`config.mk`:
```
export PLATFORM = sky130hd
export DESIGN_NAME = osd_top
export DESIGN_NICKNAME = d
export VERILOG_FILES = /design/src/osd_pkg.sv /design/src/osd_div.sv /design/src/osd_top.sv
export SDC_FILE = /design/constraint.sdc
export NUM_CORES = 1
export LEC_CHECK = 0
export ABC_CLOCK_PERIOD_IN_PS = 4900
export BUFFER_PORTS_ARGS = -buffer_cell sky130_fd_sc_hd__buf_2
export CAP_MARGIN = 20
export CORE_UTILIZATION = 45
export CTS_CLUSTER_SIZE = 25
export DETAILED_ROUTE_END_ITERATION = 7
export PLACE_DENSITY = 0.68
export SLEW_MARGIN = 25
export SYNTH_ARGS = -nofsm -noshare
export SYNTH_HDL_FRONTEND = slang
export SYNTH_HIERARCHICAL = 1
export SYNTH_SLANG_ARGS = --single-unit
```
`constraint.sdc`:
```
create_clock -name clk_i -period 4.9 [get_ports clk_i]
set_input_delay 0.49 -clock clk_i [delete_from_list [all_inputs] [get_ports clk_i]]
set_output_delay 0.49 -clock clk_i [all_outputs]
set_load 0.01 [all_outputs]
```
`src/osd_pkg.sv`:
```
package osd_pkg;
  // Register byte addresses (printed offsets are indices, not all multiples of four)
  localparam logic [7:0] OSD_IDX_CH7_DIV    = 8'h2C;
  localparam logic [7:0] OSD_IDX_ROUTE_CTRL = 8'h2D;
  localparam logic [7:0] OSD_IDX_CMOS_A     = 8'h2E;
  localparam logic [7:0] OSD_IDX_SRC_CTRL   = 8'h30;
  localparam logic [9:0] OSD_ADDR_CH7_DIV    = {OSD_IDX_CH7_DIV, 2'b00};
  localparam logic [9:0] OSD_ADDR_ROUTE_CTRL = {OSD_IDX_ROUTE_CTRL, 2'b00};
  localparam logic [9:0] OSD_ADDR_CMOS_A     = {OSD_IDX_CMOS_A, 2'b00};
  localparam logic [9:0] OSD_ADDR_SRC_CTRL   = {OSD_IDX_SRC_CTRL, 2'b00};
  // Reset values
  localparam logic [7:0] OSD_RST_CH7_DIV    = 8'h05;
  localparam logic [7:0] OSD_RST_ROUTE_CTRL = 8'h0A;
  localparam logic [7:0] OSD_RST_CMOS_A     = 8'h00;
  localparam logic [7:0] OSD_RST_SRC_CTRL   = 8'h00;
  // Route control field positions
  localparam int OSD_PREDIV_LSB  = 4;
  localparam int OSD_ROUTE_B_LSB = 2;
  localparam int OSD_ROUTE_A_LSB = 0;
  // Source control field positions
  localparam int OSD_CH7_SRC_LSB  = 0;
  localparam int OSD_CMOS_SRC_BIT = 2;
  // Pre-divider ratios
  localparam logic [7:0] OSD_PREDIV_RATIO_4 = 8'h03;
  localparam logic [7:0] OSD_PREDIV_RATIO_5 = 8'h04;
  // Smallest ratio of the first CMOS divider (value, ratio minus one)
  localparam logic [7:0] OSD_CMOS_A_MIN     = 8'h05;
  // Channel source codes
  typedef enum logic [1:0] {
    OSD_SRC_SYNTH  = 2'h0,
    OSD_SRC_SYNTH2 = 2'h1,
    OSD_SRC_PRI    = 2'h2,
    OSD_SRC_SEC    = 2'h3
  } osd_src_e;
  // Status pin routes
  typedef enum logic [1:0] {
    OSD_ROUTE_DIV_A  = 2'h0,
    OSD_ROUTE_DIV_B  = 2'h1,
    OSD_ROUTE_STATUS = 2'h2,
    OSD_ROUTE_OFF    = 2'h3
  } osd_route_e;
  // Pre-divider selects
  typedef enum logic [1:0] {
    OSD_PREDIV_OFF = 2'h0,
    OSD_PREDIV_4   = 2'h1,
    OSD_PREDIV_5   = 2'h2,
    OSD_PREDIV_RSV = 2'h3
  } osd_prediv_e;
endpackage : osd_pkg

```
`src/osd_div.sv`:
```
`timescale 1ns/1ps
`default_nettype none
// Divide-by-(ratio+1) clock enable counter with a square-ish output
module osd_div (
  // Clock and reset
  input  wire logic       clk_i,
  input  wire logic       rst_i,
  // Control
  input  wire logic       en_i,     // Input tick qualifies counting
  input  wire logic       run_i,    // Low holds the divider cleared
  input  wire logic [7:0] ratio_i,  // Divide ratio minus one
  // Outputs
  output logic            tick_o,   // One pulse per output period
  output logic            clk_o     // Divided level
);
  logic [7:0] cnt_reg;  // Position in the period

  // Count input ticks and wrap at ratio
  always_ff @(posedge clk_i) begin
    if (rst_i || !run_i) begin
      cnt_reg <= 8'h00;
    end else if (en_i) begin
      cnt_reg <= (cnt_reg >= ratio_i) ? 8'h00 : cnt_reg + 8'h01;
    end
  end

  // Pulse on wrap
  assign tick_o = run_i && en_i && (cnt_reg >= ratio_i);

  // Level high during the first half of the period
  always_ff @(posedge clk_i) begin
    if (rst_i || !run_i) begin
      clk_o <= 1'b0;
    end else if (en_i) begin
      if (ratio_i == 8'h00) begin
        clk_o <= ~clk_o;
      end else begin
        clk_o <= (cnt_reg >= ratio_i) || (cnt_reg < (ratio_i >> 1));
      end
    end
  end
endmodule : osd_div
`default_nettype wire

```
`src/osd_top.sv`:
```
// Notes on behaviour
// - Channel 7 ratio is value plus one, reset 0x05
// - Channel 7 divides only for synthesizer sources
// - Status pins may carry either CMOS divider clock
// - Pre-divider fed by either synthesizer
// - Pre-divider: off, by 4, by 5, reserved
// - Pin B route: div A, div B, status, off
// - Pin A route uses same four codes
// - First CMOS divider 8-bit, from pre-divider, reset 0
// - Zero disables, 1-5 give 6, else value+1
`timescale 1ns/1ps
`default_nettype none
module osd_top
  import osd_pkg::*;
(
  // Clock and reset
  input  wire logic        clk_i,
  input  wire logic        rst_i,
  // Wishbone classic slave
  input  wire logic        wb_cyc_i,
  input  wire logic        wb_stb_i,
  input  wire logic        wb_we_i,
  input  wire logic [9:0]  wb_adr_i,
  input  wire logic [3:0]  wb_sel_i,
  input  wire logic [31:0] wb_dat_i,
  output logic      [31:0] wb_dat_o,
  output logic             wb_ack_o,
  // Clock sources as single-cycle ticks of the system clock
  input  wire logic        synth_tick_i,
  input  wire logic        synth2_tick_i,
  input  wire logic        ref_pri_i,
  input  wire logic        ref_sec_i,
  // Status and second CMOS divider inputs
  input  wire logic        status_a_i,
  input  wire logic        status_b_i,
  input  wire logic        cmos_b_clk_i,
  // Outputs
  output logic             ch7_clk_o,
  output logic             cmos_a_clk_o,
  output logic             status_pin_a_o,
  output logic             status_pin_a_oe_n_o,
  output logic             status_pin_b_o,
  output logic             status_pin_b_oe_n_o
);
  // Registers
  logic [7:0] ch7_div_reg;     // Channel 7 ratio minus one
  logic [7:0] route_reg;       // Reserved, pre-divider, pin routes
  logic [7:0] cmos_a_reg;      // First CMOS divider value
  logic [7:0] src_reg;         // Channel and CMOS source selects
  logic       ack_reg;         // Bus acknowledge

  // Decoded fields
  osd_src_e    ch7_src;
  osd_prediv_e prediv_sel;
  osd_route_e  route_a;
  osd_route_e  route_b;
  logic        cmos_src_sel;

  // Bus access
  logic       bus_req;
  logic       wr_en;
  logic [7:0] rd_data;

  // Datapath
  logic       ch7_raw;
  logic       ch7_div_clk;
  logic       ch7_synth_src;
  logic       pre_in_tick;
  logic       pre_run;
  logic [7:0] pre_ratio;
  logic       pre_tick;
  logic       cmos_a_run;
  logic [7:0] cmos_a_ratio;
  logic       cmos_a_div_clk;
  logic       pin_a_next;
  logic       pin_b_next;
  logic       oe_a_next;
  logic       oe_b_next;

  assign ch7_src      = osd_src_e'(src_reg[OSD_CH7_SRC_LSB +: 2]);
  assign cmos_src_sel = src_reg[OSD_CMOS_SRC_BIT];
  assign prediv_sel   = osd_prediv_e'(route_reg[OSD_PREDIV_LSB +: 2]);
  assign route_b      = osd_route_e'(route_reg[OSD_ROUTE_B_LSB +: 2]);
  assign route_a      = osd_route_e'(route_reg[OSD_ROUTE_A_LSB +: 2]);

  // Request qualification, write only while ack is low
  assign bus_req = wb_cyc_i && wb_stb_i && !ack_reg;
  assign wr_en   = bus_req && wb_we_i && wb_sel_i[0];

  // Acknowledge one cycle after the request, dropped after one cycle
  always_ff @(posedge clk_i) begin
    if (rst_i) begin
      ack_reg <= 1'b0;
    end else begin
      ack_reg <= bus_req;
    end
  end
  assign wb_ack_o = ack_reg;

  // Channel 7 ratio register
  always_ff @(posedge clk_i) begin
    if (rst_i) begin
      ch7_div_reg <= OSD_RST_CH7_DIV;
    end else if (wr_en && wb_adr_i == OSD_ADDR_CH7_DIV) begin
      ch7_div_reg <= wb_dat_i[7:0];
    end
  end

  // Route control register, reserved bits kept as written
  always_ff @(posedge clk_i) begin
    if (rst_i) begin
      route_reg <= OSD_RST_ROUTE_CTRL;
    end else if (wr_en && wb_adr_i == OSD_ADDR_ROUTE_CTRL) begin
      route_reg <= wb_dat_i[7:0];
    end
  end

  // First CMOS divider value register
  always_ff @(posedge clk_i) begin
    if (rst_i) begin
      cmos_a_reg <= OSD_RST_CMOS_A;
    end else if (wr_en && wb_adr_i == OSD_ADDR_CMOS_A) begin
      cmos_a_reg <= wb_dat_i[7:0];
    end
  end

  // Source select register, three bits implemented
  always_ff @(posedge clk_i) begin
    if (rst_i) begin
      src_reg <= OSD_RST_SRC_CTRL;
    end else if (wr_en && wb_adr_i == OSD_ADDR_SRC_CTRL) begin
      src_reg <= {5'h00, wb_dat_i[2:0]};
    end
  end

  // Read mux, unmapped addresses read zero
  always_comb begin
    unique case (wb_adr_i)
      OSD_ADDR_CH7_DIV:    rd_data = ch7_div_reg;
      OSD_ADDR_ROUTE_CTRL: rd_data = route_reg;
      OSD_ADDR_CMOS_A:     rd_data = cmos_a_reg;
      OSD_ADDR_SRC_CTRL:   rd_data = src_reg;
      default:             rd_data = 8'h00;
    endcase
  end

  // Read data captured with the acknowledge
  always_ff @(posedge clk_i) begin
    if (rst_i) begin
      wb_dat_o <= 32'h0000_0000;
    end else if (bus_req) begin
      wb_dat_o <= {24'h00_0000, rd_data};
    end
  end

  // Channel 7 source mux; divider used only for synthesizer sources
  always_comb begin
    ch7_synth_src = 1'b0;
    ch7_raw       = 1'b0;
    unique case (ch7_src)
      OSD_SRC_SYNTH: begin
        ch7_raw       = synth_tick_i;
        ch7_synth_src = 1'b1;
      end
      OSD_SRC_SYNTH2: begin
        ch7_raw       = synth2_tick_i;
        ch7_synth_src = 1'b1;
      end
      OSD_SRC_PRI:    ch7_raw = ref_pri_i;
      OSD_SRC_SEC:    ch7_raw = ref_sec_i;
    endcase
  end

  // Channel 7 output divider, ratio value plus one
  osd_div u_ch7_div (
    .clk_i   (clk_i),
    .rst_i   (rst_i),
    .en_i    (ch7_raw),
    .run_i   (ch7_synth_src),
    .ratio_i (ch7_div_reg),
    .tick_o  (),
    .clk_o   (ch7_div_clk)
  );

  // Channel 7 output: divided or bypassed reference
  always_ff @(posedge clk_i) begin
    if (rst_i) begin
      ch7_clk_o <= 1'b0;
    end else begin
      ch7_clk_o <= ch7_synth_src ? ch7_div_clk : ch7_raw;
    end
  end

  // Pre-divider input from either synthesizer
  assign pre_in_tick = cmos_src_sel ? synth2_tick_i : synth_tick_i;

  // Pre-divider ratio decode, reserved code treated as disabled
  always_comb begin
    pre_run   = 1'b0;
    pre_ratio = 8'h00;
    unique case (prediv_sel)
      OSD_PREDIV_OFF: pre_run = 1'b0;
      OSD_PREDIV_4: begin
        pre_run   = 1'b1;
        pre_ratio = OSD_PREDIV_RATIO_4;
      end
      OSD_PREDIV_5: begin
        pre_run   = 1'b1;
        pre_ratio = OSD_PREDIV_RATIO_5;
      end
      OSD_PREDIV_RSV: pre_run = 1'b0;
    endcase
  end

  // Pre-divider
  osd_div u_prediv (
    .clk_i   (clk_i),
    .rst_i   (rst_i),
    .en_i    (pre_in_tick),
    .run_i   (pre_run),
    .ratio_i (pre_ratio),
    .tick_o  (pre_tick),
    .clk_o   ()
  );

  // First CMOS divider decode: zero off, small values clamp to six
  assign cmos_a_run   = (cmos_a_reg != 8'h00);
  assign cmos_a_ratio = (cmos_a_reg < OSD_CMOS_A_MIN) ? OSD_CMOS_A_MIN : cmos_a_reg;

  // First CMOS divider, fed by the pre-divider output
  osd_div u_cmos_a (
    .clk_i   (clk_i),
    .rst_i   (rst_i),
    .en_i    (pre_tick),
    .run_i   (cmos_a_run && pre_run),
    .ratio_i (cmos_a_ratio),
    .tick_o  (),
    .clk_o   (cmos_a_div_clk)
  );
  assign cmos_a_clk_o = cmos_a_div_clk;

  // Pin route decode for both status pins
  always_comb begin
    pin_a_next = 1'b0;
    oe_a_next  = 1'b0;
    unique case (route_a)
      OSD_ROUTE_DIV_A:  pin_a_next = cmos_a_div_clk;
      OSD_ROUTE_DIV_B:  pin_a_next = cmos_b_clk_i;
      OSD_ROUTE_STATUS: pin_a_next = status_a_i;
      OSD_ROUTE_OFF:    oe_a_next  = 1'b1;
    endcase
    pin_b_next = 1'b0;
    oe_b_next  = 1'b0;
    unique case (route_b)
      OSD_ROUTE_DIV_A:  pin_b_next = cmos_a_div_clk;
      OSD_ROUTE_DIV_B:  pin_b_next = cmos_b_clk_i;
      OSD_ROUTE_STATUS: pin_b_next = status_b_i;
      OSD_ROUTE_OFF:    oe_b_next  = 1'b1;
    endcase
  end

  // Registered pin drivers, enables active low
  always_ff @(posedge clk_i) begin
    if (rst_i) begin
      status_pin_a_o      <= 1'b0;
      status_pin_a_oe_n_o <= 1'b0;
      status_pin_b_o      <= 1'b0;
      status_pin_b_oe_n_o <= 1'b0;
    end else begin
      status_pin_a_o      <= pin_a_next;
      status_pin_a_oe_n_o <= oe_a_next;
      status_pin_b_o      <= pin_b_next;
      status_pin_b_oe_n_o <= oe_b_next;
    end
  end
endmodule : osd_top
`default_nettype wire

```
==> impl_metrics.xml, run 1 <==
<?xml version="1.0" encoding="UTF-8"?>
<metrics>
  <group name="timing">
    <metric name="max_clock_freq" unit="MHz">366.2</metric>
    <metric name="tightestPinTransition" unit="ns">0.8538</metric>
    <metric name="slew_violations" unit="">0</metric>
    <metric name="final.setup.tns" unit="ns">0</metric>
    <metric name="unrepaired_setup_endpoints_after_global_routing" unit="">no</metric>
    <metric name="slew-limit-headroom" unit="">0.4305</metric>
    <metric name="clk_skew" unit="ns">0.01305</metric>
    <metric name="report.final.hold_viol_count" unit="">0</metric>
    <metric name="whs" unit="ns">0.4124</metric>
    <metric name="share_of_the_clock_period_used_by_the_worst_path" unit="">0.5573</metric>
    <metric name="finalWorstSetupSlack" unit="ns">2.169</metric>
    <metric name="timing.final.setup_violations" unit="">0</metric>
    <metric name="fin_crit" unit="ns">2.731</metric>
  </group>
  <group name="place">
    <metric name="gp_congestion" unit="">0.8306</metric>
    <metric name="place.port_buffers" unit="">45</metric>
    <metric name="pre_cts_slack" unit="ns">2.180</metric>
    <metric name="dp_cells" unit="">673</metric>
    <metric name="dpl.hpwl" unit="um">7746</metric>
  </group>
  <group name="worst_setup_path">
    <metric name="reg2reg_setup_slack" unit="ns">2.17</metric>
    <metric name="crit_fanout" unit="">17</metric>
    <metric name="cp.depth" unit="">11</metric>
    <metric name="worst_path_dominant_cell_family" unit="">simple AND/OR/NAND/NOR gates</metric>
    <metric name="critical_path_arrival" unit="ns">2.94</metric>
    <metric name="timing.setup.critical_path_class" unit="">reg -&gt; reg</metric>
    <metric name="worst_setup_ep_type" unit="">register</metric>
    <metric name="r2r-start" unit="">route_reg[5]$_SDFFE_PP0P_</metric>
    <metric name="number_of_buffers_and_inverters_on_the_critical_path" unit="">1</metric>
    <metric name="worstPathRequired" unit="ns">5.11</metric>
    <metric name="timing.rr.end" unit="">u_cmos_a/cnt_reg[7]$_SDFFE_PP0P_</metric>
    <metric name="start_kind" unit="">register</metric>
    <metric name="timing.critical_path.mode_cell" unit="">sky130_fd_sc_hd__ha_1</metric>
    <metric name="length_in_cells_of_the_worst_reg_to_reg_path" unit="">11</metric>
    <metric name="path_cells" unit="">inv_1 -&gt; ha_1 -&gt; ha_1 -&gt; nand2b_1 -&gt; a31oi_4 -&gt; o21ai_4 -&gt; and3_1 -&gt; nand3_1 -&gt; nor3_1 -&gt; xnor2_1 -&gt; a211oi_1</metric>
    <metric name="cpPeakStageDelay" unit="ns">0.53</metric>
    <metric name="crit_path_top_delay_cell" unit="">sky130_fd_sc_hd__and3_1</metric>
  </group>
  <group name="pwr">
    <metric name="fraction_of_power_consumed_by_combinational_cells" unit="">0.076</metric>
    <metric name="power_switching_share" unit="">0.2563</metric>
    <metric name="power.switching" unit="W">0.0002847</metric>
    <metric name="pwr-share-clk" unit="">0.428</metric>
    <metric name="ir_drop" unit="mV">0.1093</metric>
    <metric name="sequential_cell_fraction_of_total_power" unit="">0.496</metric>
    <metric name="power-per-cell-area" unit="nW/um^2">223.3</metric>
    <metric name="internal-power" unit="W">0.0008260</metric>
    <metric name="leakage" unit="nW">1.975</metric>
  </group>
  <group name="global_routing">
    <metric name="grt_first_pass_wirelength" unit="um">16930</metric>
    <metric name="grt_usage" unit="">0.2064</metric>
    <metric name="grt_antenna_before_repair" unit="">0</metric>
    <metric name="grt.overflow.total" unit="">0</metric>
    <metric name="grt_start_max_net_pins" unit="">51</metric>
    <metric name="grt_pass1_vias" unit="">3533</metric>
  </group>
  <group name="yosys">
    <metric name="post_synth_instance_area" unit="um^2">4554</metric>
    <metric name="yosys_warn_count" unit="">6</metric>
    <metric name="syn-mean-instance-area" unit="um^2">8.826</metric>
    <metric name="synthesis.instances" unit="">516</metric>
  </group>
  <group name="cts">
    <metric name="ctsHoldBuffers" unit="">0</metric>
    <metric name="clock-root-buffer" unit="">sky130_fd_sc_hd__clkbuf_8</metric>
    <metric name="clock_tree.htree_level_count" unit="">3</metric>
    <metric name="postCtsSetupRepairBufs" unit="">0</metric>
    <metric name="tritoncts" unit="">built</metric>
    <metric name="worst_setup_hold_path_clk_slew" unit="ns">0.08</metric>
    <metric name="cts-buffers-inserted" unit="">9</metric>
    <metric name="clock_sink_count" unit="">67</metric>
    <metric name="cts.path.max_buffers" unit="">2</metric>
    <metric name="post_cts_resized" unit="">0</metric>
    <metric name="clock_latency" unit="ns">0.34</metric>
  </group>
  <group name="die">
    <metric name="placeable_area" unit="um^2">9774</metric>
    <metric name="initial_utilization" unit="">0.4659</metric>
    <metric name="chipHeight" unit="um">102.6</metric>
    <metric name="floorplan.die_area" unit="um^2">10530</metric>
    <metric name="io_pins" unit="">97</metric>
    <metric name="floorplan.die.width" unit="um">102.6</metric>
    <metric name="rows" unit="">36</metric>
  </group>
  <group name="detailed_routing">
    <metric name="routed_vias" unit="">3813</metric>
    <metric name="routed_wire_length_per_instance" unit="um">14.92</metric>
    <metric name="drc_violations_left" unit="">0</metric>
    <metric name="drtPass1Iterations" unit="">5</metric>
    <metric name="detailedRoute.firstIterationViolations" unit="">170</metric>
    <metric name="wirelength_routed" unit="um">10280</metric>
    <metric name="antenna_violating_nets_post_route" unit="">0</metric>
    <metric name="avgViaCountPerCell" unit="">5.534</metric>
  </group>
  <group name="final_layout">
    <metric name="syn2layout_area_growth" unit="%">9.231</metric>
    <metric name="layout-drive-gt1-share" unit="">0.1475</metric>
    <metric name="finish.net_count" unit="">650</metric>
    <metric name="final_core_utilization" unit="">0.5090</metric>
    <metric name="post_layout_nonfiller_instances" unit="">689</metric>
    <metric name="num-fill-cells" unit="">916</metric>
    <metric name="antenna_cells_inserted" unit="">0</metric>
  </group>
  <group name="worst_hold_path">
    <metric name="hold_path_sink" unit="">status_pin_a_o$_SDFF_PP0_</metric>
    <metric name="hold_path.class" unit="">in -&gt; reg</metric>
    <metric name="hold-path-cell-count" unit="">3</metric>
    <metric name="worstHoldStart" unit="">cmos_b_clk_i</metric>
  </group>
  <group name="run_status">
    <metric name="run_status" unit="">complete, no violations</metric>
  </group>
  <group name="run">
    <metric name="timing.max_cap.violations" unit="">0</metric>
  </group>
</metrics>
## worst register-to-register path: stages (launching register included)
cell and delay (ns):
sky130_fd_sc_hd__dfxtp_1 0.38, sky130_fd_sc_hd__inv_1 0.06, sky130_fd_sc_hd__ha_1 0.20, sky130_fd_sc_hd__ha_1 0.27
sky130_fd_sc_hd__nand2b_1 0.14, sky130_fd_sc_hd__a31oi_4 0.14, sky130_fd_sc_hd__o21ai_4 0.26, sky130_fd_sc_hd__and3_1 0.54
sky130_fd_sc_hd__nand3_1 0.18, sky130_fd_sc_hd__nor3_1 0.25, sky130_fd_sc_hd__xnor2_1 0.14, sky130_fd_sc_hd__a211oi_1 0.06
## worst max path at each step
stage,slack (ns),to,start
4_1_cts,2.18,u_cmos_a/cnt_reg[7]$_SDFFE_PP0P_,route_reg[4]$_SDFFE_PP0P_
2_1_floorplan,2.40,u_cmos_a/clk_o$_SDFFE_PP0P_,cmos_a_reg[5]$_SDFFE_PP0P_
6_report,2.17,u_cmos_a/cnt_reg[7]$_SDFFE_PP0P_,route_reg[5]$_SDFFE_PP0P_
5_1_grt,1.98,u_cmos_a/cnt_reg[7]$_SDFFE_PP0P_,route_reg[5]$_SDFFE_PP0P_
3_3_place_gp,2.25,u_cmos_a/clk_o$_SDFFE_PP0P_,cmos_a_reg[5]$_SDFFE_PP0P_
3_5_place_dp,2.18,u_cmos_a/cnt_reg[7]$_SDFFE_PP0P_,route_reg[4]$_SDFFE_PP0P_
## layer usage
layer  GRT usage  vias up  routed length (um)
met2      0.3497      100                4898
met5           0        -                   0
met1      0.2668     1795                4836
li1            -     1909                   -
met4     0.06484        0                 116
met3     0.03458        9                 431
## layout make-up
class	instances	area, um^2	area share
multi-input combinational	398	2927	0.5883
sequential	67	1341	0.2696
timing repair buffer	45	225.2	0.04527
tap	133	166.4	0.03345
clock buffer	10	137.6	0.02767
inverter	30	112.6	0.02264
clock inverter	6	65.06	0.01308
## placed cells by master (no fill, tap or decap), drive strengths merged, types with 12 or more instances in the layout
master and instances:
ha 41, nand4 21, o211ai 12, nand2 25
inv 30, mux2i 23, buf 45, o21ai 30
nor2 26, nand3 17, dfxtp 67, a211oi 14
a21oi 24, nand2b 26, conb 29
## power groups by stage
| stage | clock network [W] | registers, W | logic [W] |
|---|---|---|---|
| 6_report | 0.000475 | 0.000551 | 0.0000846 |
| 4_1_cts | 0.000481 | 0.000551 | 0.0000834 |
| 3_5_place_dp | 0 | 0.000564 | 0.0000832 |
| 5_1_grt | 0.000513 | 0.000552 | 0.0000938 |
| 3_3_place_gp | 0 | 0.000564 | 0.0000814 |
| 2_1_floorplan | 0 | 0.000564 | 0.0000693 |
## through the flow
| step | power (W) | instance area [um^2] |
|---|---|---|
| after floorplan | 0.0006333 | 4659 |
| after global routing | 0.001159 | 4975 |
| after global placement | 0.0006451 | 4766 |
| after detailed placement | 0.0006472 | 4766 |
| final | 0.001111 | 4975 |
| after CTS | 0.001115 | 4969 |
Note: power is estimated with default switching activity, not from simulation.
==> run 2, diff against run 1 <==
- ABC_CLOCK_PERIOD_IN_PS: 4900 -> 2500
- PLACE_DENSITY: 0.68 -> 0.71
- clock period: 4.9 -> 2.5 ns (I/O delays scaled with it)
==> run 2 against run 1 <==
Sequential share of layout area down 0.72 points. Non-clock buffer count grew 18. Clock power grew 73%. Largest power group unchanged. Routed wire length shrank 0.37%.
==> impl_metrics.xml, run 2 (synthesized netlist as in run 1, its figures left out) <==
<?xml version="1.0" encoding="UTF-8"?>
<metrics>
  <group name="timing">
    <metric name="clk_skew" unit="ns">0.01427</metric>
    <metric name="fin_crit" unit="ns">2.373</metric>
    <metric name="share_of_the_clock_period_used_by_the_worst_path" unit="">0.9492</metric>
    <metric name="max_clock_freq" unit="MHz">421.4</metric>
    <metric name="finalWorstSetupSlack" unit="ns">0.1270</metric>
    <metric name="report.final.hold_viol_count" unit="">0</metric>
    <metric name="whs" unit="ns">0.1839</metric>
    <metric name="slew_violations" unit="">0</metric>
    <metric name="slew-limit-headroom" unit="">0.6343</metric>
    <metric name="tightestPinTransition" unit="ns">0.5486</metric>
    <metric name="timing.final.setup_violations" unit="">0</metric>
  </group>
  <group name="worst_setup_path">
    <metric name="worst_path_dominant_cell_family" unit="">compound AO/OA/AOI/OAI gates</metric>
    <metric name="timing.setup.critical_path_class" unit="">reg -&gt; reg</metric>
    <metric name="start_kind" unit="">register</metric>
    <metric name="crit_path_top_delay_cell" unit="">sky130_fd_sc_hd__dfxtp_2</metric>
    <metric name="r2r-start" unit="">route_reg[4]$_SDFFE_PP0P_</metric>
    <metric name="path_cells" unit="">inv_1 -&gt; ha_1 -&gt; inv_1 -&gt; ha_1 -&gt; a211o_1 -&gt; a31oi_4 -&gt; o21ai_4 -&gt; and3_4 -&gt; nand3_1 -&gt; nor2_1 -&gt; xnor2_1 -&gt; a211oi_1</metric>
    <metric name="length_in_cells_of_the_worst_reg_to_reg_path" unit="">12</metric>
    <metric name="reg2reg_setup_slack" unit="ns">0.13</metric>
    <metric name="worst_setup_ep_type" unit="">register</metric>
    <metric name="timing.rr.end" unit="">u_cmos_a/cnt_reg[5]$_SDFFE_PP0P_</metric>
    <metric name="crit_fanout" unit="">14</metric>
    <metric name="number_of_buffers_and_inverters_on_the_critical_path" unit="">2</metric>
    <metric name="critical_path_arrival" unit="ns">2.63</metric>
    <metric name="worst_setup_path_startpoint" unit="">route_reg[4]$_SDFFE_PP0P_</metric>
    <metric name="worstPathRequired" unit="ns">2.76</metric>
    <metric name="cpPeakStageDelay" unit="ns">0.34</metric>
  </group>
  <group name="worst_hold_path">
    <metric name="hold_path_sink" unit="">cmos_a_reg[0]$_SDFFE_PP0P_</metric>
    <metric name="hold-path-cell-count" unit="">3</metric>
    <metric name="hold_path.class" unit="">in -&gt; reg</metric>
    <metric name="worstHoldStart" unit="">wb_dat_i[0]</metric>
  </group>
  <group name="global_routing">
    <metric name="grt_start_max_net_pins" unit="">29</metric>
    <metric name="grt_usage" unit="">0.2048</metric>
    <metric name="grt_first_pass_wirelength" unit="um">17080</metric>
    <metric name="grt.overflow.total" unit="">0</metric>
    <metric name="grt_antenna_before_repair" unit="">0</metric>
    <metric name="grt_pass1_vias" unit="">3612</metric>
  </group>
  <group name="detailed_routing">
    <metric name="drc_violations_left" unit="">0</metric>
    <metric name="routed_vias" unit="">3918</metric>
    <metric name="routed_wire_length_per_instance" unit="um">14.49</metric>
    <metric name="detailedRoute.firstIterationViolations" unit="">165</metric>
    <metric name="wirelength_routed" unit="um">10250</metric>
    <metric name="drtPass1Iterations" unit="">4</metric>
    <metric name="antenna_violating_nets_post_route" unit="">0</metric>
    <metric name="avgViaCountPerCell" unit="">5.542</metric>
  </group>
  <group name="pwr">
    <metric name="power-per-cell-area" unit="nW/um^2">404.9</metric>
    <metric name="leakage" unit="nW">2.051</metric>
    <metric name="ir_drop" unit="mV">0.2128</metric>
  </group>
  <group name="final_layout">
    <metric name="most-common-layout-cells" unit="">sky130_fd_sc_hd__dfxtp_1 (65), sky130_fd_sc_hd__buf_2 (45), sky130_fd_sc_hd__ha_1 (40)</metric>
    <metric name="final_core_utilization" unit="">0.5238</metric>
    <metric name="post_layout_nonfiller_instances" unit="">707</metric>
    <metric name="leading_cell_type_in_the_layout_fill_and_taps_excluded" unit="">sky130_fd_sc_hd__dfxtp_1</metric>
    <metric name="num-fill-cells" unit="">906</metric>
    <metric name="syn2layout_area_growth" unit="%">12.42</metric>
    <metric name="finish.net_count" unit="">668</metric>
    <metric name="antenna_cells_inserted" unit="">0</metric>
    <metric name="layout-drive-gt1-share" unit="">0.1864</metric>
  </group>
  <group name="place">
    <metric name="place.port_buffers" unit="">45</metric>
    <metric name="dpl.hpwl" unit="um">7867</metric>
    <metric name="pre_cts_slack" unit="ns">-0.01151</metric>
    <metric name="dp_cells" unit="">691</metric>
    <metric name="gp_congestion" unit="">0.8092</metric>
  </group>
  <group name="run">
    <metric name="timing.max_cap.violations" unit="">0</metric>
  </group>
  <group name="cts">
    <metric name="clock_latency" unit="ns">0.35</metric>
    <metric name="clock_tree.htree_level_count" unit="">3</metric>
    <metric name="worst_setup_hold_path_clk_slew" unit="ns">0.09</metric>
    <metric name="cts-buffers-inserted" unit="">9</metric>
    <metric name="clock-root-buffer" unit="">sky130_fd_sc_hd__clkbuf_8</metric>
    <metric name="clock_sink_count" unit="">67</metric>
    <metric name="cts.path.max_buffers" unit="">2</metric>
    <metric name="ctsHoldBuffers" unit="">0</metric>
    <metric name="tritoncts" unit="">built</metric>
  </group>
  <group name="die">
    <metric name="floorplan.die_area" unit="um^2">10530</metric>
    <metric name="rows" unit="">36</metric>
    <metric name="chipHeight" unit="um">102.6</metric>
    <metric name="placeable_area" unit="um^2">9774</metric>
    <metric name="floorplan.die.width" unit="um">102.6</metric>
    <metric name="initial_utilization" unit="">0.4659</metric>
    <metric name="io_pins" unit="">97</metric>
  </group>
  <group name="run_status">
    <metric name="run_status" unit="">complete, no violations</metric>
  </group>
</metrics>
## run 2: cell count changes in the layout (fill, tap and decap cells not counted), moves of 2 or more
| cell | delta |
|---|---|
| sky130_fd_sc_hd__buf_4 | +17 |
| sky130_fd_sc_hd__dfxtp_1 | -2 |
| sky130_fd_sc_hd__dfxtp_2 | +2 |
| sky130_fd_sc_hd__nor3_2 | +2 |
## run 2: power by group
part           switching (W)  leakage, nW  internal [W]  total [W]
registers         0.00000636        0.542       0.00107    0.00108
clock network       0.000460       0.0779      0.000362   0.000823
logic               0.000106         1.43     0.0000641   0.000170
## run 2: tightest hold or removal path: cells and delay by family
kind	cells	cell delay, ns
and+or+nand+nor	1	0.07
AOI/OAI and AO/OA	1	0.06
buffers and inverters	1	0.12
## run 2: worst max-delay path by stage
stage,to,cells after the start
2_1_floorplan,u_cmos_a/clk_o$_SDFFE_PP0P_,9
3_3_place_gp,u_cmos_a/clk_o$_SDFFE_PP0P_,9
3_5_place_dp,u_cmos_a/cnt_reg[7]$_SDFFE_PP0P_,11
4_1_cts,u_cmos_a/cnt_reg[6]$_SDFFE_PP0P_,12
5_1_grt,u_cmos_a/cnt_reg[7]$_SDFFE_PP0P_,12
6_report,u_cmos_a/cnt_reg[5]$_SDFFE_PP0P_,12
## run 2: routing by layer
metal / wire (um) / part of all wire / vias up / GRT usage
met5: 0 / 0 / - / 0
met3: 428 / 0.042 / 16 / 0.02983
met2: 4917 / 0.48 / 94 / 0.3462
met4: 149 / 0.015 / 0 / 0.07363
met1: 4750 / 0.46 / 1862 / 0.2646
li1: - / - / 1946 / -
## run 2: cell type report
| cell class | instances | area [um^2] | area share |
|---|---|---|---|
| inverters | 30 | 112.6 | 0.02199 |
| well taps | 133 | 166.4 | 0.03250 |
| clock inverters | 7 | 52.55 | 0.01026 |
| repair buffers | 63 | 364.1 | 0.07111 |
| flip-flops and latches | 67 | 1344 | 0.2625 |
| clock buffers | 9 | 123.9 | 0.02419 |
| multi-input cells | 398 | 2957 | 0.5775 |
## run 2: per-stage QoR
stage                     power [W]  cell area [um^2]  TNS (ns)
after detailed placement   0.001274              4901  -0.02681
after floorplan            0.001241              4659         0
final                      0.002073              5120         0
after global placement     0.001270              4901         0
after global routing       0.002164              5120  -0.03622
after CTS                  0.002088              5092         0
## run 2: timing repair
| item | CTS | global route |
|---|---|---|
| setup endpoints to repair | 5 | 9 |
| gates resized for setup | 5 | 6 |
| pin swaps | 4 | 6 |
| buffers inserted | 0 | 0 |
| gates cloned | 0 | 0 |
| endpoints found under the hold margin | 0 | 0 |
==> run 3, diff against run 2 <==
- GPL_TIMING_DRIVEN: default -> 0
==> run 3 against run 2 <==
Combinational power increased by 20%. Clock power increased by 7.3%. Clock-buffer cell count increased by 2. Critical path depth shrank 3. Via count rose by 3.8%. Sequential power about the same. Critical path type unchanged. Utilization grew 2.8 points. Largest power group unchanged. Largest cell class unchanged.
==> impl_metrics.xml, run 3 (synthesized netlist as in run 1, its figures left out) <==
<?xml version="1.0" encoding="UTF-8"?>
<metrics>
  <group name="detailed_routing">
    <metric name="met2_length" unit="um">5311</metric>
    <metric name="avgViaCountPerCell" unit="">5.452</metric>
    <metric name="met3_length" unit="um">634</metric>
    <metric name="routed_vias" unit="">4067</metric>
    <metric name="antenna_violating_nets_post_route" unit="">0</metric>
    <metric name="routed_wire_length_per_instance" unit="um">14.66</metric>
    <metric name="wirelength_routed" unit="um">10940</metric>
    <metric name="drtPass1Iterations" unit="">5</metric>
    <metric name="drc_violations_left" unit="">0</metric>
    <metric name="route.top_layer_used" unit="">met4</metric>
    <metric name="detailedRoute.firstIterationViolations" unit="">224</metric>
    <metric name="met1_length" unit="um">4792</metric>
  </group>
  <group name="worst_hold_path">
    <metric name="hold_path.class" unit="">in -&gt; reg</metric>
    <metric name="hold-path-cell-count" unit="">3</metric>
    <metric name="hold_path_sink" unit="">cmos_a_reg[7]$_SDFFE_PP0P_</metric>
    <metric name="worstHoldStart" unit="">wb_dat_i[7]</metric>
  </group>
  <group name="final_layout">
    <metric name="most-common-layout-cells" unit="">sky130_fd_sc_hd__dfxtp_1 (63), sky130_fd_sc_hd__buf_2 (49), sky130_fd_sc_hd__ha_1 (39)</metric>
    <metric name="post_layout_nonfiller_instances" unit="">746</metric>
    <metric name="layout-drive-gt1-share" unit="">0.2219</metric>
    <metric name="final_core_utilization" unit="">0.5515</metric>
    <metric name="finish.net_count" unit="">707</metric>
    <metric name="antenna_cells_inserted" unit="">0</metric>
    <metric name="num-fill-cells" unit="">883</metric>
    <metric name="leading_cell_type_in_the_layout_fill_and_taps_excluded" unit="">sky130_fd_sc_hd__dfxtp_1</metric>
    <metric name="syn2layout_area_growth" unit="%">18.35</metric>
  </group>
  <group name="die">
    <metric name="io_pins" unit="">97</metric>
    <metric name="floorplan.die.width" unit="um">102.6</metric>
    <metric name="rows" unit="">36</metric>
    <metric name="chipHeight" unit="um">102.6</metric>
    <metric name="floorplan.die_area" unit="um^2">10530</metric>
    <metric name="placeable_area" unit="um^2">9774</metric>
    <metric name="initial_utilization" unit="">0.4659</metric>
  </group>
  <group name="place">
    <metric name="dpl.hpwl" unit="um">8264</metric>
    <metric name="place.port_buffers" unit="">45</metric>
    <metric name="gp_congestion" unit="">0.9225</metric>
    <metric name="dp_cells" unit="">722</metric>
  </group>
  <group name="cts">
    <metric name="clock-root-buffer" unit="">sky130_fd_sc_hd__clkbuf_8</metric>
    <metric name="clock_tree.htree_level_count" unit="">3</metric>
    <metric name="worst_setup_hold_path_clk_slew" unit="ns">0.08</metric>
    <metric name="tritoncts" unit="">built</metric>
    <metric name="clock_latency" unit="ns">0.36</metric>
    <metric name="clock_sink_count" unit="">67</metric>
    <metric name="cts-buffers-inserted" unit="">9</metric>
    <metric name="cts.path.max_buffers" unit="">2</metric>
  </group>
  <group name="timing">
    <metric name="slew_violations" unit="">0</metric>
    <metric name="max_clock_freq" unit="MHz">408.7</metric>
    <metric name="whs" unit="ns">0.1848</metric>
    <metric name="share_of_the_clock_period_used_by_the_worst_path" unit="">0.9788</metric>
    <metric name="clk_skew" unit="ns">0.01650</metric>
    <metric name="fin_crit" unit="ns">2.447</metric>
    <metric name="tightestPinTransition" unit="ns">0.6672</metric>
    <metric name="report.final.hold_viol_count" unit="">0</metric>
    <metric name="timing.final.setup_violations" unit="">0</metric>
    <metric name="final.setup.tns" unit="ns">0</metric>
    <metric name="unrepaired_setup_endpoints_after_global_routing" unit="">yes</metric>
    <metric name="slew-limit-headroom" unit="">0.5552</metric>
  </group>
  <group name="worst_setup_path">
    <metric name="cpPeakStageDelay" unit="ns">0.55</metric>
    <metric name="worstPathRequired" unit="ns">2.75</metric>
    <metric name="path_cells" unit="">or4_4 -&gt; nor2_4 -&gt; or2_4 -&gt; inv_4 -&gt; ha_4 -&gt; a211o_1 -&gt; a31oi_4 -&gt; o21ai_4 -&gt; o31a_1</metric>
    <metric name="crit_path_top_delay_cell" unit="">sky130_fd_sc_hd__or4_4</metric>
    <metric name="length_in_cells_of_the_worst_reg_to_reg_path" unit="">9</metric>
    <metric name="r2r-start" unit="">cmos_a_reg[7]$_SDFFE_PP0P_</metric>
    <metric name="timing.setup.critical_path_class" unit="">reg -&gt; reg</metric>
    <metric name="worst_setup_ep_type" unit="">register</metric>
    <metric name="reg2reg_setup_slack" unit="ns">0.05</metric>
    <metric name="timing.rr.end" unit="">u_cmos_a/clk_o$_SDFFE_PP0P_</metric>
    <metric name="start_kind" unit="">register</metric>
    <metric name="critical_path_arrival" unit="ns">2.69</metric>
    <metric name="crit_fanout" unit="">7</metric>
  </group>
  <group name="pwr">
    <metric name="leakage" unit="nW">2.199</metric>
    <metric name="power-per-cell-area" unit="nW/um^2">401.9</metric>
    <metric name="ir_drop" unit="mV">0.1909</metric>
  </group>
  <group name="run_status">
    <metric name="run_status" unit="">complete, no violations</metric>
  </group>
  <group name="global_routing">
    <metric name="grt_antenna_before_repair" unit="">0</metric>
    <metric name="grt_usage" unit="">0.2159</metric>
    <metric name="grt_first_pass_wirelength" unit="um">17680</metric>
    <metric name="grt_pass1_vias" unit="">3687</metric>
    <metric name="grt_start_max_net_pins" unit="">15</metric>
    <metric name="grt.overflow.total" unit="">0</metric>
  </group>
  <group name="run">
    <metric name="timing.max_cap.violations" unit="">0</metric>
  </group>
</metrics>
## run 3: cell count changes in the layout (fill, tap and decap cells not counted), moves of 2 or more
cell,change
sky130_fd_sc_hd__buf_2,+4
sky130_fd_sc_hd__buf_4,+16
sky130_fd_sc_hd__clkbuf_1,+18
sky130_fd_sc_hd__clkinv_2,+2
sky130_fd_sc_hd__clkinvlp_4,-4
sky130_fd_sc_hd__dfxtp_1,-2
sky130_fd_sc_hd__inv_1,-2
sky130_fd_sc_hd__o2111ai_1,-2
sky130_fd_sc_hd__o2111ai_2,+2
## run 3: layout make-up
cell class	count	area (um^2)	area share
plain buffers	49	291.5	0.05409
clock buffers	11	131.4	0.02437
clock inverters	5	53.80	0.009981
inverters	30	115.1	0.02136
multi-input cells	398	2994	0.5555
flip-flops and latches	67	1349	0.2502
well taps	133	166.4	0.03087
repair buffers	53	289.0	0.05362
## run 3: worst max path at each step
stage | end | from | slack (ns)
after floorplan | u_cmos_a/clk_o$_SDFFE_PP0P_ | cmos_a_reg[5]$_SDFFE_PP0P_ | 0.03
after global placement | u_cmos_a/clk_o$_SDFFE_PP0P_ | cmos_a_reg[5]$_SDFFE_PP0P_ | -0.11
after detailed placement | u_cmos_a/clk_o$_SDFFE_PP0P_ | route_reg[4]$_SDFFE_PP0P_ | -0.14
after CTS | u_cmos_a/clk_o$_SDFFE_PP0P_ | cmos_a_reg[5]$_SDFFE_PP0P_ | -0.006
after global routing | u_cmos_a/cnt_reg[7]$_SDFFE_PP0P_ | cmos_a_reg[7]$_SDFFE_PP0P_ | -0.04
final | u_cmos_a/clk_o$_SDFFE_PP0P_ | cmos_a_reg[7]$_SDFFE_PP0P_ | 0.05
## run 3: stage by stage
step	worst slack [ns]	area, um^2	total power [W]
final	0.05301	5390	0.002166
after global routing	-0.03668	5390	0.002257
after CTS	-0.005815	5290	0.002176
after detailed placement	-0.1415	5051	0.001304
after global placement	-0.1121	5051	0.001300
after floorplan	0.03240	4659	0.001241
## run 3: critical path: cells and delay by family (launching register included)
kind	cells	cell delay, ns
adder cells (fa/ha/maj)	1	0.21
buffers and inverters	1	0.04
AND/OR/NAND/NOR	3	0.82
flip-flops	1	0.34
AO/OA/AOI/OAI	4	0.93
## run 3: timing repair
item | CTS | global route
setup endpoints to repair | 9 | 9
hold buffers | 0 | 0
buffers inserted | 3 | 5
gates resized for setup | 6 | 19
pin swaps | 3 | 16
## run 3: where the power goes
| part | internal, W | total, W | switching [W] | leakage [nW] |
|---|---|---|---|---|
| clock network | 0.000458 | 0.000883 | 0.000425 | 0.0971 |
| registers | 0.00107 | 0.00108 | 0.00000614 | 0.544 |
| logic | 0.0000886 | 0.000204 | 0.000115 | 1.56 |
## run 3: metal layers
layer | vias to the layer above | track usage
li1 | 2027 | -
met1 | 1903 | 0.2737
met2 | 119 | 0.3641
met3 | 18 | 0.04610
met4 | 0 | 0.07033
met5 | - | 0
